**src/core/asrp_pkg.sv**
```systemverilog
// Shared constants and types for the serial register port: device end and
// host end.
// Assumes both ends run on the same 100 MHz mclk, with the serial clock seen
// as a sampled input.
package asrp_pkg;
    // ------------------------------------------------------------
    // Sizes
    // ------------------------------------------------------------
    localparam int unsigned CMD_BITS = 8;      // Command word width
    localparam int unsigned DATA_BITS = 24;    // Widest register width
    localparam int unsigned REG_COUNT = 16;    // Register address space
    localparam int unsigned ONES_RESET = 32;   // Ones run that resets port
    localparam int unsigned ONES_CNT_W = 6;    // Width of ones counter
    localparam logic [5:0] ONES_LIMIT = 6'h20; // Ones-run threshold, sized
    // ------------------------------------------------------------
    // Command word fields
    // ------------------------------------------------------------
    localparam int unsigned CMD_RW_POS = 6;    // 1 = read next transfer
    localparam int unsigned CMD_ADDR_LSB = 0;  // Register address, 4 bits
    // ------------------------------------------------------------
    // Register addresses and widths
    // ------------------------------------------------------------
    localparam logic [3:0] ADDR_STATUS = 4'h0; // Status register
    localparam logic [3:0] ADDR_MAIN = 4'h4;   // Main result register
    localparam logic [3:0] ADDR_AUX = 4'h5;    // Aux result register
    localparam logic [4:0] LEN_CMD = 5'h08;    // Command word length
    localparam logic [4:0] LEN_BYTE = 5'h08;   // Byte register length
    localparam logic [4:0] LEN_WIDE = 5'h18;   // Result register length
    localparam int unsigned MAIN_RDY_POS = 7;  // main_ready_bit position
    localparam int unsigned AUX_RDY_POS = 6;   // aux_ready_bit position
    localparam logic [23:0] REG_RESET = 24'h000000; // Power-on value
    // ------------------------------------------------------------
    // Host clock divider: half period of the serial clock in mclk cycles
    // ------------------------------------------------------------
    localparam int unsigned SCLK_HALF_NS = 200; // Half period in ns
    localparam int unsigned MCLK_NS = 10;       // mclk period in ns
    localparam logic [7:0] SCLK_HALF_CYC =
        8'((SCLK_HALF_NS + MCLK_NS - 1) / MCLK_NS);
    // ------------------------------------------------------------
    // Phase of the device shift logic
    // ------------------------------------------------------------
    typedef enum logic [1:0]
    {
        ASRP_CMD = 2'b00,   // Next transfer is a command word
        ASRP_WR = 2'b01,    // Next transfer writes the target register
        ASRP_RD = 2'b10     // Next transfer reads the target register
    } asrp_phase_t;
endpackage

```
**src/core/asrp_if.sv**
```systemverilog
// Interface carrying the five serial port wires between host and device.
// Assumes the bench resolves the shared data line from the enable.
`timescale 1ns/100ps
`default_nettype none
interface asrp_if;
    logic csN;        // Chip select, low selects
    logic sclk;       // Serial clock from host
    logic din;        // Data into device
    logic dout;       // Data out of device
    logic doutOe;     // High while device drives dout
    logic rdyN;       // Data ready, low when a result waits
    modport device (input csN, input sclk, input din,
        output dout, output doutOe, output rdyN);
    modport host (output csN, output sclk, output din,
        input dout, input doutOe, input rdyN);
endinterface
`default_nettype wire

```
**src/core/asrp_sync.sv**
```systemverilog
// Two-flop synchroniser for the serial pins seen by the device.
// Assumes async inputs and mclk; first stage feeds only the second.
`timescale 1ns/100ps
`default_nettype none
module asrp_sync
#(
    parameter int unsigned W = 3
)
(
    input wire logic mclk,
    input wire logic sys_rst,
    input wire logic [W-1:0] async_in,
    output logic [W-1:0] sync_out
);
    typedef struct packed
    {
        logic [W-1:0] meta;  // First stage
        logic [W-1:0] sync;  // Second stage
    } asrp_sync_t;
    asrp_sync_t st_ff;
    asrp_sync_t nxt_st;
    // ------------------------------------------------------------
    // Next state
    // ------------------------------------------------------------
    always_comb
    begin
        nxt_st.meta = async_in;
        nxt_st.sync = st_ff.meta;
    end
    // Register the stages
    always_ff @(posedge mclk or posedge sys_rst)
    begin
        if (sys_rst)
        begin
            st_ff <= '0;
        end
        else
        begin
            st_ff <= nxt_st;
        end
    end
    assign sync_out = st_ff.sync;
endmodule
`default_nettype wire

```
**src/core/asrp_device.sv**
```systemverilog
// Device end of the serial register port: command framing, register file,
// data-ready handling and the ones-run reset.
// Assumes pins arrive from another domain and are synchronised here.
`timescale 1ns/100ps
`default_nettype none
module asrp_device
(
    input wire logic mclk,
    input wire logic sys_rst,
    asrp_if.device port,
    input wire logic mainNew,            // Pulse: main result to load
    input wire logic auxNew,             // Pulse: aux result to load
    input wire logic [23:0] mainResult,  // Main converter word
    input wire logic [23:0] auxResult,   // Aux converter word
    output logic [7:0] writeAddr,        // Address of last register write
    output logic [23:0] writeData,       // Data of last register write
    output logic writeStrobe             // One-cycle write pulse
);
    // ------------------------------------------------------------
    // State
    // ------------------------------------------------------------
    typedef struct packed
    {
        asrp_pkg::asrp_phase_t phase;   // Pending transfer kind
        logic [3:0] target;             // Pending target register
        logic [23:0] shIn;              // Input shift register
        logic [23:0] shOut;             // Output shift register
        logic [4:0] bitCnt;             // Bits taken this transfer
        logic [5:0] onesCnt;            // Consecutive ones seen
        logic sclkPrev;                 // Last sampled clock
        logic csPrev;                   // Last sampled select
        logic [23:0] mainReg;           // Main result register
        logic [23:0] auxReg;            // Aux result register
        logic [15:0][7:0] regs;         // Byte registers, by address
        logic mainRdy;                  // Main result unread
        logic auxRdy;                   // Aux result unread
        logic dout;                     // Data out pin
        logic doutOe;                   // Data out enable
        logic rdyN;                     // Ready pin
        logic [7:0] wAddr;              // Write address out
        logic [23:0] wData;             // Write data out
        logic wStb;                     // Write strobe out
    } asrp_dev_t;
    asrp_dev_t st_ff;
    asrp_dev_t nxt_st;
    logic [2:0] pinSync;   // Synchronised csN, sclk, din
    logic csS;             // Select, synchronised
    logic sclkS;           // Serial clock, synchronised
    logic dinS;            // Data in, synchronised
    logic [4:0] xferLen;   // Length of the pending transfer
    logic [23:0] loadWord; // Word loaded for a read
    // ------------------------------------------------------------
    // Pin synchroniser
    // ------------------------------------------------------------
    asrp_sync #(.W(3)) u_sync
    (
        .mclk(mclk),
        .sys_rst(sys_rst),
        .async_in({port.csN, port.sclk, port.din}),
        .sync_out(pinSync)
    );
    assign csS = pinSync[2];
    assign sclkS = pinSync[1];
    assign dinS = pinSync[0];
    // Transfer length and read word from the pending target
    always_comb
    begin
        xferLen = asrp_pkg::LEN_BYTE;
        loadWord = {16'h0000, st_ff.regs[st_ff.target]};
        if (st_ff.phase == asrp_pkg::ASRP_CMD)
        begin
            xferLen = asrp_pkg::LEN_CMD;
        end
        else if (st_ff.target == asrp_pkg::ADDR_MAIN ||
            st_ff.target == asrp_pkg::ADDR_AUX)
        begin
            xferLen = asrp_pkg::LEN_WIDE;
        end
        // Status carries both ready bits for polling
        if (st_ff.target == asrp_pkg::ADDR_STATUS)
        begin
            loadWord = asrp_pkg::REG_RESET;
            loadWord[asrp_pkg::MAIN_RDY_POS] = st_ff.mainRdy;
            loadWord[asrp_pkg::AUX_RDY_POS] = st_ff.auxRdy;
        end
        else if (st_ff.target == asrp_pkg::ADDR_MAIN)
        begin
            loadWord = st_ff.mainReg;    // Re-readable
        end
        else if (st_ff.target == asrp_pkg::ADDR_AUX)
        begin
            loadWord = st_ff.auxReg;
        end
    end
    // ------------------------------------------------------------
    // Next-state logic
    // ------------------------------------------------------------
    always_comb
    begin
        logic rise;
        logic fall;
        logic csFall;
        rise = 1'b0;
        fall = 1'b0;
        csFall = 1'b0;
        nxt_st = st_ff;
        nxt_st.wStb = 1'b0;
        nxt_st.sclkPrev = sclkS;
        nxt_st.csPrev = csS;
        // Edges only count while selected
        rise = !csS && sclkS && !st_ff.sclkPrev;
        fall = !csS && !sclkS && st_ff.sclkPrev;
        csFall = !csS && st_ff.csPrev;
        if (csS)
        begin
            // Abort partial transfer, keep phase and target
            nxt_st.bitCnt = 5'h00;
            nxt_st.doutOe = 1'b0;
        end
        if ((csFall || fall) && st_ff.phase == asrp_pkg::ASRP_RD &&
            st_ff.bitCnt == 5'h00)
        begin
            // MSB out at select fall, even with clock low, or at the
            // first falling edge after the command
            nxt_st.shOut = loadWord << (5'h18 - xferLen);
            nxt_st.dout = loadWord[xferLen - 5'h01];
            nxt_st.doutOe = 1'b1;
        end
        else if (fall && st_ff.phase == asrp_pkg::ASRP_RD)
        begin
            // Next bit out on the falling edge
            nxt_st.shOut = {st_ff.shOut[22:0], 1'b0};
            nxt_st.dout = st_ff.shOut[22];
        end
        if (rise)
        begin
            // Sample MSB first on rising edge
            nxt_st.shIn = {st_ff.shIn[22:0], dinS};
            nxt_st.onesCnt = dinS ? ((st_ff.onesCnt ==
                asrp_pkg::ONES_LIMIT) ? st_ff.onesCnt :
                st_ff.onesCnt + 6'h01) : 6'h00;
            nxt_st.bitCnt = st_ff.bitCnt + 5'h01;
            if (st_ff.phase == asrp_pkg::ASRP_CMD &&
                st_ff.bitCnt + 5'h01 == xferLen)
            begin
                // Command decides direction and target
                nxt_st.bitCnt = 5'h00;
                nxt_st.target = st_ff.shIn[2:0] == 3'h0 &&
                    dinS == 1'b0 ? 4'h0 : {st_ff.shIn[2:0], dinS};
                nxt_st.phase = st_ff.shIn[asrp_pkg::CMD_RW_POS - 1] ?
                    asrp_pkg::ASRP_RD : asrp_pkg::ASRP_WR;
            end
            else if (st_ff.phase == asrp_pkg::ASRP_WR &&
                st_ff.bitCnt + 5'h01 == xferLen)
            begin
                // Store written data into the target
                nxt_st.bitCnt = 5'h00;
                nxt_st.phase = asrp_pkg::ASRP_CMD;
                nxt_st.wAddr = {4'h0, st_ff.target};
                nxt_st.wData = {st_ff.shIn[22:0], dinS};
                nxt_st.wStb = 1'b1;
                nxt_st.regs[st_ff.target] = {st_ff.shIn[6:0], dinS};
            end
            else if (st_ff.phase == asrp_pkg::ASRP_RD &&
                st_ff.bitCnt + 5'h01 == xferLen)
            begin
                // Last bit taken: release on this edge
                nxt_st.bitCnt = 5'h00;
                nxt_st.phase = asrp_pkg::ASRP_CMD;
                nxt_st.doutOe = 1'b0;
                // Read done clears ready of that result
                if (st_ff.target == asrp_pkg::ADDR_MAIN)
                begin
                    nxt_st.mainRdy = 1'b0;
                end
                if (st_ff.target == asrp_pkg::ADDR_AUX)
                begin
                    nxt_st.auxRdy = 1'b0;
                end
            end
            if (dinS && st_ff.onesCnt + 6'h01 >= asrp_pkg::ONES_LIMIT)
            begin
                // Ones run resets port and registers
                nxt_st.phase = asrp_pkg::ASRP_CMD;
                nxt_st.bitCnt = 5'h00;
                nxt_st.target = 4'h0;
                nxt_st.mainReg = asrp_pkg::REG_RESET;
                nxt_st.auxReg = asrp_pkg::REG_RESET;
                nxt_st.mainRdy = 1'b0;
                nxt_st.auxRdy = 1'b0;
                nxt_st.doutOe = 1'b0;
                nxt_st.wAddr = 8'h00;
                nxt_st.wData = asrp_pkg::REG_RESET;
                nxt_st.regs = {16{asrp_pkg::REG_RESET[7:0]}};
            end
        end
        // Result update: load and ready high in the same cycle
        if (mainNew)
        begin
            nxt_st.mainReg = mainResult;
            nxt_st.mainRdy = 1'b1;
        end
        if (auxNew)
        begin
            nxt_st.auxReg = auxResult;
            nxt_st.auxRdy = 1'b1;
        end
        // Ready low while any result waits, high on update cycle
        nxt_st.rdyN = (mainNew || auxNew) ? 1'b1 :
            !(st_ff.mainRdy || st_ff.auxRdy);
    end
    // ------------------------------------------------------------
    // State register; reset pin restores command phase
    // ------------------------------------------------------------
    always_ff @(posedge mclk or posedge sys_rst)
    begin
        if (sys_rst)
        begin
            st_ff <= '0;
            st_ff.rdyN <= 1'b1;
            st_ff.sclkPrev <= 1'b1;
            st_ff.csPrev <= 1'b1;
        end
        else
        begin
            st_ff <= nxt_st;
        end
    end
    assign port.dout = st_ff.dout;
    assign port.doutOe = st_ff.doutOe;
    assign port.rdyN = st_ff.rdyN;
    assign writeAddr = st_ff.wAddr;
    assign writeData = st_ff.wData;
    assign writeStrobe = st_ff.wStb;
endmodule
`default_nettype wire

```
**src/flat_wrapper.sv**
```systemverilog
// flat-port wrapper written by rule: the top's interface ports become plain ports
module asrp_device_flat 
  (mclk, sys_rst, mainNew, auxNew, mainResult, auxResult, writeAddr, writeData, writeStrobe, port_csN, port_sclk, port_din, port_dout, port_doutOe, port_rdyN);
  asrp_if port_i ();
  input wire logic mclk;
  input wire logic sys_rst;
  input wire logic mainNew;
  input wire logic auxNew;
  input wire logic [23:0] mainResult;
  input wire logic [23:0] auxResult;
  output logic [7:0] writeAddr;
  output logic [23:0] writeData;
  output logic writeStrobe;
  input wire logic [$bits(port_i.csN)-1:0] port_csN;
  input wire logic [$bits(port_i.sclk)-1:0] port_sclk;
  input wire logic [$bits(port_i.din)-1:0] port_din;
  output wire logic [$bits(port_i.dout)-1:0] port_dout;
  output wire logic [$bits(port_i.doutOe)-1:0] port_doutOe;
  output wire logic [$bits(port_i.rdyN)-1:0] port_rdyN;
  assign port_i.csN = port_csN;
  assign port_i.sclk = port_sclk;
  assign port_i.din = port_din;
  assign port_dout = port_i.dout;
  assign port_doutOe = port_i.doutOe;
  assign port_rdyN = port_i.rdyN;
  asrp_device u_core (.mclk(mclk), .sys_rst(sys_rst), .port(port_i), .mainNew(mainNew), .auxNew(auxNew), .mainResult(mainResult), .auxResult(auxResult), .writeAddr(writeAddr), .writeData(writeData), .writeStrobe(writeStrobe));
endmodule
```
**config.mk**
```make
export PLATFORM = sky130hd
export DESIGN_NAME = asrp_device_flat
export DESIGN_NICKNAME = d
export VERILOG_FILES = /design/src/core/asrp_pkg.sv /design/src/core/asrp_if.sv /design/src/core/asrp_sync.sv /design/src/core/asrp_device.sv /design/src/flat_wrapper.sv
export SDC_FILE = /design/constraint.sdc
export NUM_CORES = 1
export LEC_CHECK = 0
export BUFFER_PORTS_ARGS = -buffer_cell sky130_fd_sc_hd__clkbuf_2
export CAP_MARGIN = 20
export CORE_UTILIZATION = 53
export CTS_BUF_LIST = sky130_fd_sc_hd__clkbuf_2 sky130_fd_sc_hd__clkbuf_4 sky130_fd_sc_hd__clkbuf_8
export DETAILED_ROUTE_END_ITERATION = 10
export PLACE_DENSITY = 0.71
export SKIP_LAST_GASP = 1
export SLEW_MARGIN = 0
export SYNTH_ARGS = -nofsm -noshare
export SYNTH_HDL_FRONTEND = slang
export SYNTH_SLANG_ARGS = --single-unit
```
**constraint.sdc**
```tcl
create_clock -name mclk -period 13.76 [get_ports mclk]
set_input_delay 0.688 -clock mclk [delete_from_list [all_inputs] [get_ports mclk]]
set_output_delay 0.688 -clock mclk [all_outputs]
set_load 0.005 [all_outputs]
```
=== After elaboration in Yosys (flattened, before gate mapping) ===
Cells that the tools add are included.

* Input port bits: 55
* Bits in writable memories: 0
* Latch bits: 0
* Memories: 0
* Memory bits (read-only): 0
* Bits in registers: 285

* Add/sub/neg operators: 4
* Mux-type cells: 55
* Equality and inequality tests: 12
* Shifts and indexed selects: 1
* Bitwise operators: 1
* Reductions and logical operators: 47
* Div/mod/pow operators: 0
* Multiply operators: 0
* $lt $le $gt $ge: 4

{| class="wikitable"
|+ Operators with widths
! operator !! number
|-
| $mux W178 || 2
|-
| $mux W130 || 1
|-
| $bwmux W128 || 1
|-
| $mux W128 || 1
|-
| $mux W24 || 5
|-
| $mux W33 || 2
|-
| $mux W23 || 2
|-
| $mux W5 || 7
|-
| $bmux W8 S4 || 1
|-
| $demux W8 S4 || 1
|-
| $mux W32 || 1
|-
| $shl A24 B5 Y23 || 1
|-
| $mux W6 || 3
|-
| $mux W1 || 16
|-
| $mux W8 || 2
|-
| $reduce_bool A2 Y1 || 8
|-
| $logic_and A1 B1 Y1 || 14
|-
| $mux W2 || 6
|-
| $ne A3 B3 Y1 const B || 4
|-
| $reduce_bool A3 Y1 || 4
|-
| $mux W11 || 1
|-
| $reduce_and A2 Y1 || 5
|-
| $reduce_and A5 Y1 || 2
|-
| $eq A4 B3 Y1 const B || 2
|-
| other kinds (24) || 32
|}

=== Longest topological paths before layout ===
* Word-level depth: 12
* Depth in mapped cells: 10
* Mapped depth without buffers: 8

=== Cells and area by module ===
From an unflattened synthesis, not the netlist that was laid out.

* Cell total of the unflattened synthesis: 1,384
* Area total of the unflattened synthesis: 13,100.1 um^2

{| class="wikitable"
|+ By module, submodules not included
! module !! cells an instance !! area each (um^2) !! times used
|-
| asrp_device || 1,377 || 12,946.2 || 1
|-
| asrp_sync || 7 || 153.9 || 1
|}

=== Worst setup path after synthesis ===
No wires, ideal clock.

* Path kind: reg2reg
* From: reg u_core.st_ff[222] in the netlist's numbering
* To: reg u_core.st_ff[110] in the netlist's numbering
* Arrival: 2.133 ns
* Library setup time: 0.132 ns
* Path slack: 11.495 ns
* Data required time: 13.628 ns
* Clock period less this slack: 2.265 ns
* Stages on the path, launching flop included: 10
* Cell sequence: dfrtp_1 -> ha_1 -> nand3_1 -> xor2_1 -> o2111a_1 -> buf_4 -> and3_1 -> buf_4 -> mux2i_1 -> nor2_1

* Longest elaborated chain between the ends: 5
* Elaborated cells on any way between the ends: 7
* Those cells by class: add/sub (1); eq/ne (2); reduce/logical (4)

{| class="wikitable"
|+ RTL lines
! item !! line !! source
|-
| start, declared || asrp_device.sv:44 || <nowiki>asrp_dev_t st_ff;</nowiki>
|-
| start signal, assigned || asrp_device.sv:226 || <nowiki>st_ff <= nxt_st;</nowiki>
|-
| $add A5 B1 Y5 (*) || asrp_device.sv:144, asrp_device.sv:154 ||
|-
| $eq A5 B5 Y1 (*) || asrp_device.sv:144, asrp_device.sv:154 ||
|-
| $logic_and A1 B1 Y1 (on tied branches) || asrp_device.sv:143, asrp_device.sv:153 ||
|-
| $ne A2 B2 Y1 (no source line) or $reduce_bool A2 Y1 (tied branches) || n/a ||
|-
| $reduce_and A3 Y1 (no source line) (*) || n/a ||
|}

Mark *: on every way between the ends. The rest lies on a longest branch, timed or not.
A chain may end at the register's enable or synchronous reset.

=== Worst setup path in the final report ===
* From: reg u_core.st_ff[223] in the netlist's numbering
* To: reg u_core.st_ff[117] in the netlist's numbering

Same word-level chain as after synthesis.

==> metrics.txt <==
status=finished clean; CP Launch Type=register; WL per Instance=18.98 um; min cycle time layout=about 3100 ps; CTS Hold Bufs=0; fraction of layout cells with a size suffix above 1=17.42%; Worst Path Max Fanout=11; internal power=approximately 1.3 mW; final setup vio count=0; Post-Route Utilization=59.33%; DRC=0; part of the cycle the worst path needs=22.88%; Post-DP HPWL=20510 um; YS warnings=0; CTS tree=built; reg2reg end=u_core.st_ff[117]$_DFFE_PP0P_; clk buf depth=3; count of flip-flops with a built-in enable after synthesis=0; CORE AREA=0.02432 mm^2; sw frac=25.07%; total iterations of the first detailed-routing run=5; PortBufs=86; # nets final=1403; Syn Std Cell Area=0.01314 mm^2; DR vias/cell=~5.8; Cell variety after synth=just under 70; Routed WL=32300 um; Die W=159.5 um; Worst Path Required=between 10000 and 15000 ps; worst hold start=port_din; total power=1.723 mW; Avg Inst Size Synth=~9.9 um^2; clk_skew=~17 ps; total global routing track utilization=between 20% and 30%; path type of the worst setup path=register to register; Worst Hold Path EP=u_core.u_sync.nxt_st[0]$_DFF_PP0_; ANT cells=0; setup TNS=0 ps; part of the power in registers=50.6%; Switch Pwr=431.9 uW; f_max=0.3177 GHz; Arr. time, crit path=3560 ps; CP Capture Type=register; combinational share of power=5.1%; RSZ-0062 raised after global routing=no; Clock transition at path regs=60 ps; Fill cells=2070; synthesized instance count=1326; max_slew headroom=35.92%; Clk pwr share=roughly 44%; pin count of the biggest net entering global routing=123; total die area=roughly 0.025 mm^2; R2R depth=7; worst r2r src=u_core.st_ff[223]$_DFFE_PP0P_; Root Driver=clkbuf_8; Slew Viols, Final=0; Cell Rows=57; Hold Vio Cnt, Final=0; GPL Wtd Cong=0.9563; Seq cells post-synth=270; PD cells=between 100 and 150 mW/mm^2; die height=between 150 and 200 um; H-tree Lvls=2; Initial Utilization=54.04%; Hold WC Path Type=input port to register; clk_lat worst skew=between 500 and 600 ps; initial antenna violation count=0; 1st-iter DRT viols=999; Post-synth ARST share=100.0%; Layout area overhead=9.786%; GRT overflow=0; flop2flop setup slack=~11000 ps; first-pass GRT wire length=52840 um; Final ANT Viol Nets=0; post_cts resized=0; register area share after synthesis=51.44%; vias in the first global route=9607; VDD IR max=0.09909 mV; hold depth=1; # IOs=91; postcts setup bufs=0; total CTS buffers=44; DR vias=9860; Slew @ Worst Pin=961.1 ps; clock sink total=270; max capacitance violation total=0; Leak=7.233 nW; ys flop type=dfrtp_1
[routing by layer]
layer,share of wire (%),track usage [%],vias to the layer above
li1,-,-,4566
met1,46,39.46,4880
met2,45,38.49,335
met3,6.4,4.298,79
met4,2.7,8.348,0
met5,0,0,-
[flip-flops by register name, summed over array words and instances (netlist names)]
signal / count
u_core.port.dout: 1
u_core.writeStrobe: 1
u_core.st_ff: 232
u_core.u_sync.nxt_st: 3
u_core.port.rdyN: 1
u_core.u_sync.sync_out: 3
u_core.port.doutOe: 1
u_core.writeData: 24
u_core.writeAddr: 4
[cell usage after synthesis, types with 3 or more instances]
master / instances / area, um^2
nor3_1: 11 / 55.05
buf_4: 36 / 270.3
a22oi_1: 13 / 97.59
a2bb2oi_1: 7 / 61.31
a211oi_1: 8 / 60.06
mux2i_1: 138 / 1381
a22o_1: 4 / 35.03
o221ai_1: 5 / 43.79
clkbuf_1: 69 / 259.0
nand3_1: 66 / 330.3
dfstp_2: 3 / 78.83
dfrtp_1: 267 / 6681
a21oi_1: 32 / 160.2
mux4_2: 20 / 450.4
nor2_1: 149 / 559.3
nand2_1: 248 / 930.9
nor2b_1: 9 / 56.30
a21o_1: 4 / 30.03
nor3_4: 4 / 65.06
nand3_2: 7 / 70.07
nand2b_1: 7 / 43.79
o211ai_1: 6 / 45.04
o21ai_1: 4 / 20.02
o311a_1: 3 / 30.03
buf_1: 7 / 26.28
o21ai_0: 90 / 450.4
inv_1: 12 / 45.04
xor2_1: 4 / 35.03
o31ai_1: 3 / 22.52
o21a_1: 3 / 22.52
ha_1: 5 / 62.56
buf_2: 17 / 85.08
mux2_2: 5 / 56.30
nand4_1: 5 / 31.28
a31oi_1: 8 / 50.05
[critical path, stage by stage, from the launching register on]
cell and delay, ps:
dfrtp_1 460, ha_1 280, nand3_1 250, xor2_1 460
o2111a_1 590, and3_1 650, mux2i_1 270, nor2_1 50
[power groups by stage]
stage | logic (mW) | clock network, mW | registers [mW]
global placement | 0.0865 | 0 | 0.884
finish | 0.0878 | 0.763 | 0.872
detailed placement | 0.0885 | 0 | 0.884
floorplan | 0.0857 | 0 | 0.845
global route | 0.101 | 0.810 | 0.875
CTS | 0.0890 | 0.777 | 0.870
[how the worst max path moves through the flow]
stage,endpoint,from
2_1_floorplan,u_core.port.dout$_DFFE_PP0P_,sys_rst
3_3_place_gp,u_core.st_ff[116]$_DFFE_PP0P_,u_core.st_ff[223]$_DFFE_PP0P_
3_5_place_dp,u_core.st_ff[117]$_DFFE_PP0P_,u_core.st_ff[223]$_DFFE_PP0P_
4_1_cts,u_core.st_ff[116]$_DFFE_PP0P_,u_core.st_ff[223]$_DFFE_PP0P_
5_1_grt,u_core.st_ff[113]$_DFFE_PP0P_,u_core.st_ff[223]$_DFFE_PP0P_
6_report,u_core.st_ff[117]$_DFFE_PP0P_,u_core.st_ff[223]$_DFFE_PP0P_
[layout by cell type, fill, tap and decap left out, types with 5 or more instances in the layout]
master	Yosys	final
clkbuf_2	0	86
a211oi_1	8	8
inv_1	12	11
nor2_1	149	149
nand2b_1	7	7
nand2_1	248	248
dfrtp_1	267	265
nand3_2	7	8
clkbuf_4	0	20
clkbuf_8	0	53
mux4_2	20	20
a2bb2oi_1	7	7
nand3_1	66	65
nor3_1	11	11
o211ai_1	6	6
mux2i_1	138	138
nand4_1	5	5
ha_1	5	5
o21ai_0	90	90
mux2_2	5	5
nor2b_1	9	9
a22oi_1	13	13
a31oi_1	8	8
o221ai_1	5	5
a21oi_1	32	32
buf_4	36	13
[final cells by class]
type	instances	area (um^2)	area share (%)
multi-input cells	914	5698	39.49
repair buffers	99	528.0	3.659
inverters	14	60.06	0.4162
clock buffers	73	879.6	6.096
flip-flops and latches	270	6763	46.87
well taps	324	405.4	2.810
clock inverters	8	95.09	0.6590
[stage by stage]
step / setup WS [ps] / cells / instance area [um^2] / hold slack (ps)
3_3_place_gp: 10750 / 1621 / 13450 / 351.6
6_report: 10610 / 1702 / 14430 / 234.1
5_1_grt: 10430 / 1702 / 14430 / 234.0
4_1_cts: 10670 / 1702 / 14430 / 219.4
3_5_place_dp: 10660 / 1621 / 13450 / 334.7
2_1_floorplan: 5638 / 1329 / 13150 / 331.2
[cell families after synthesis]
family / share of synthesized area, %
AOI/OAI and AO/OA: 9.853
xor gates and xnor gates: 0.5902
adders and majority gates: 0.4760
buffers and inverters: 5.446
DFF: 51.44
muxes: 14.37
other: 0.02853
and+or+nand+nor: 17.80
(Power assumes the default switching activity.)
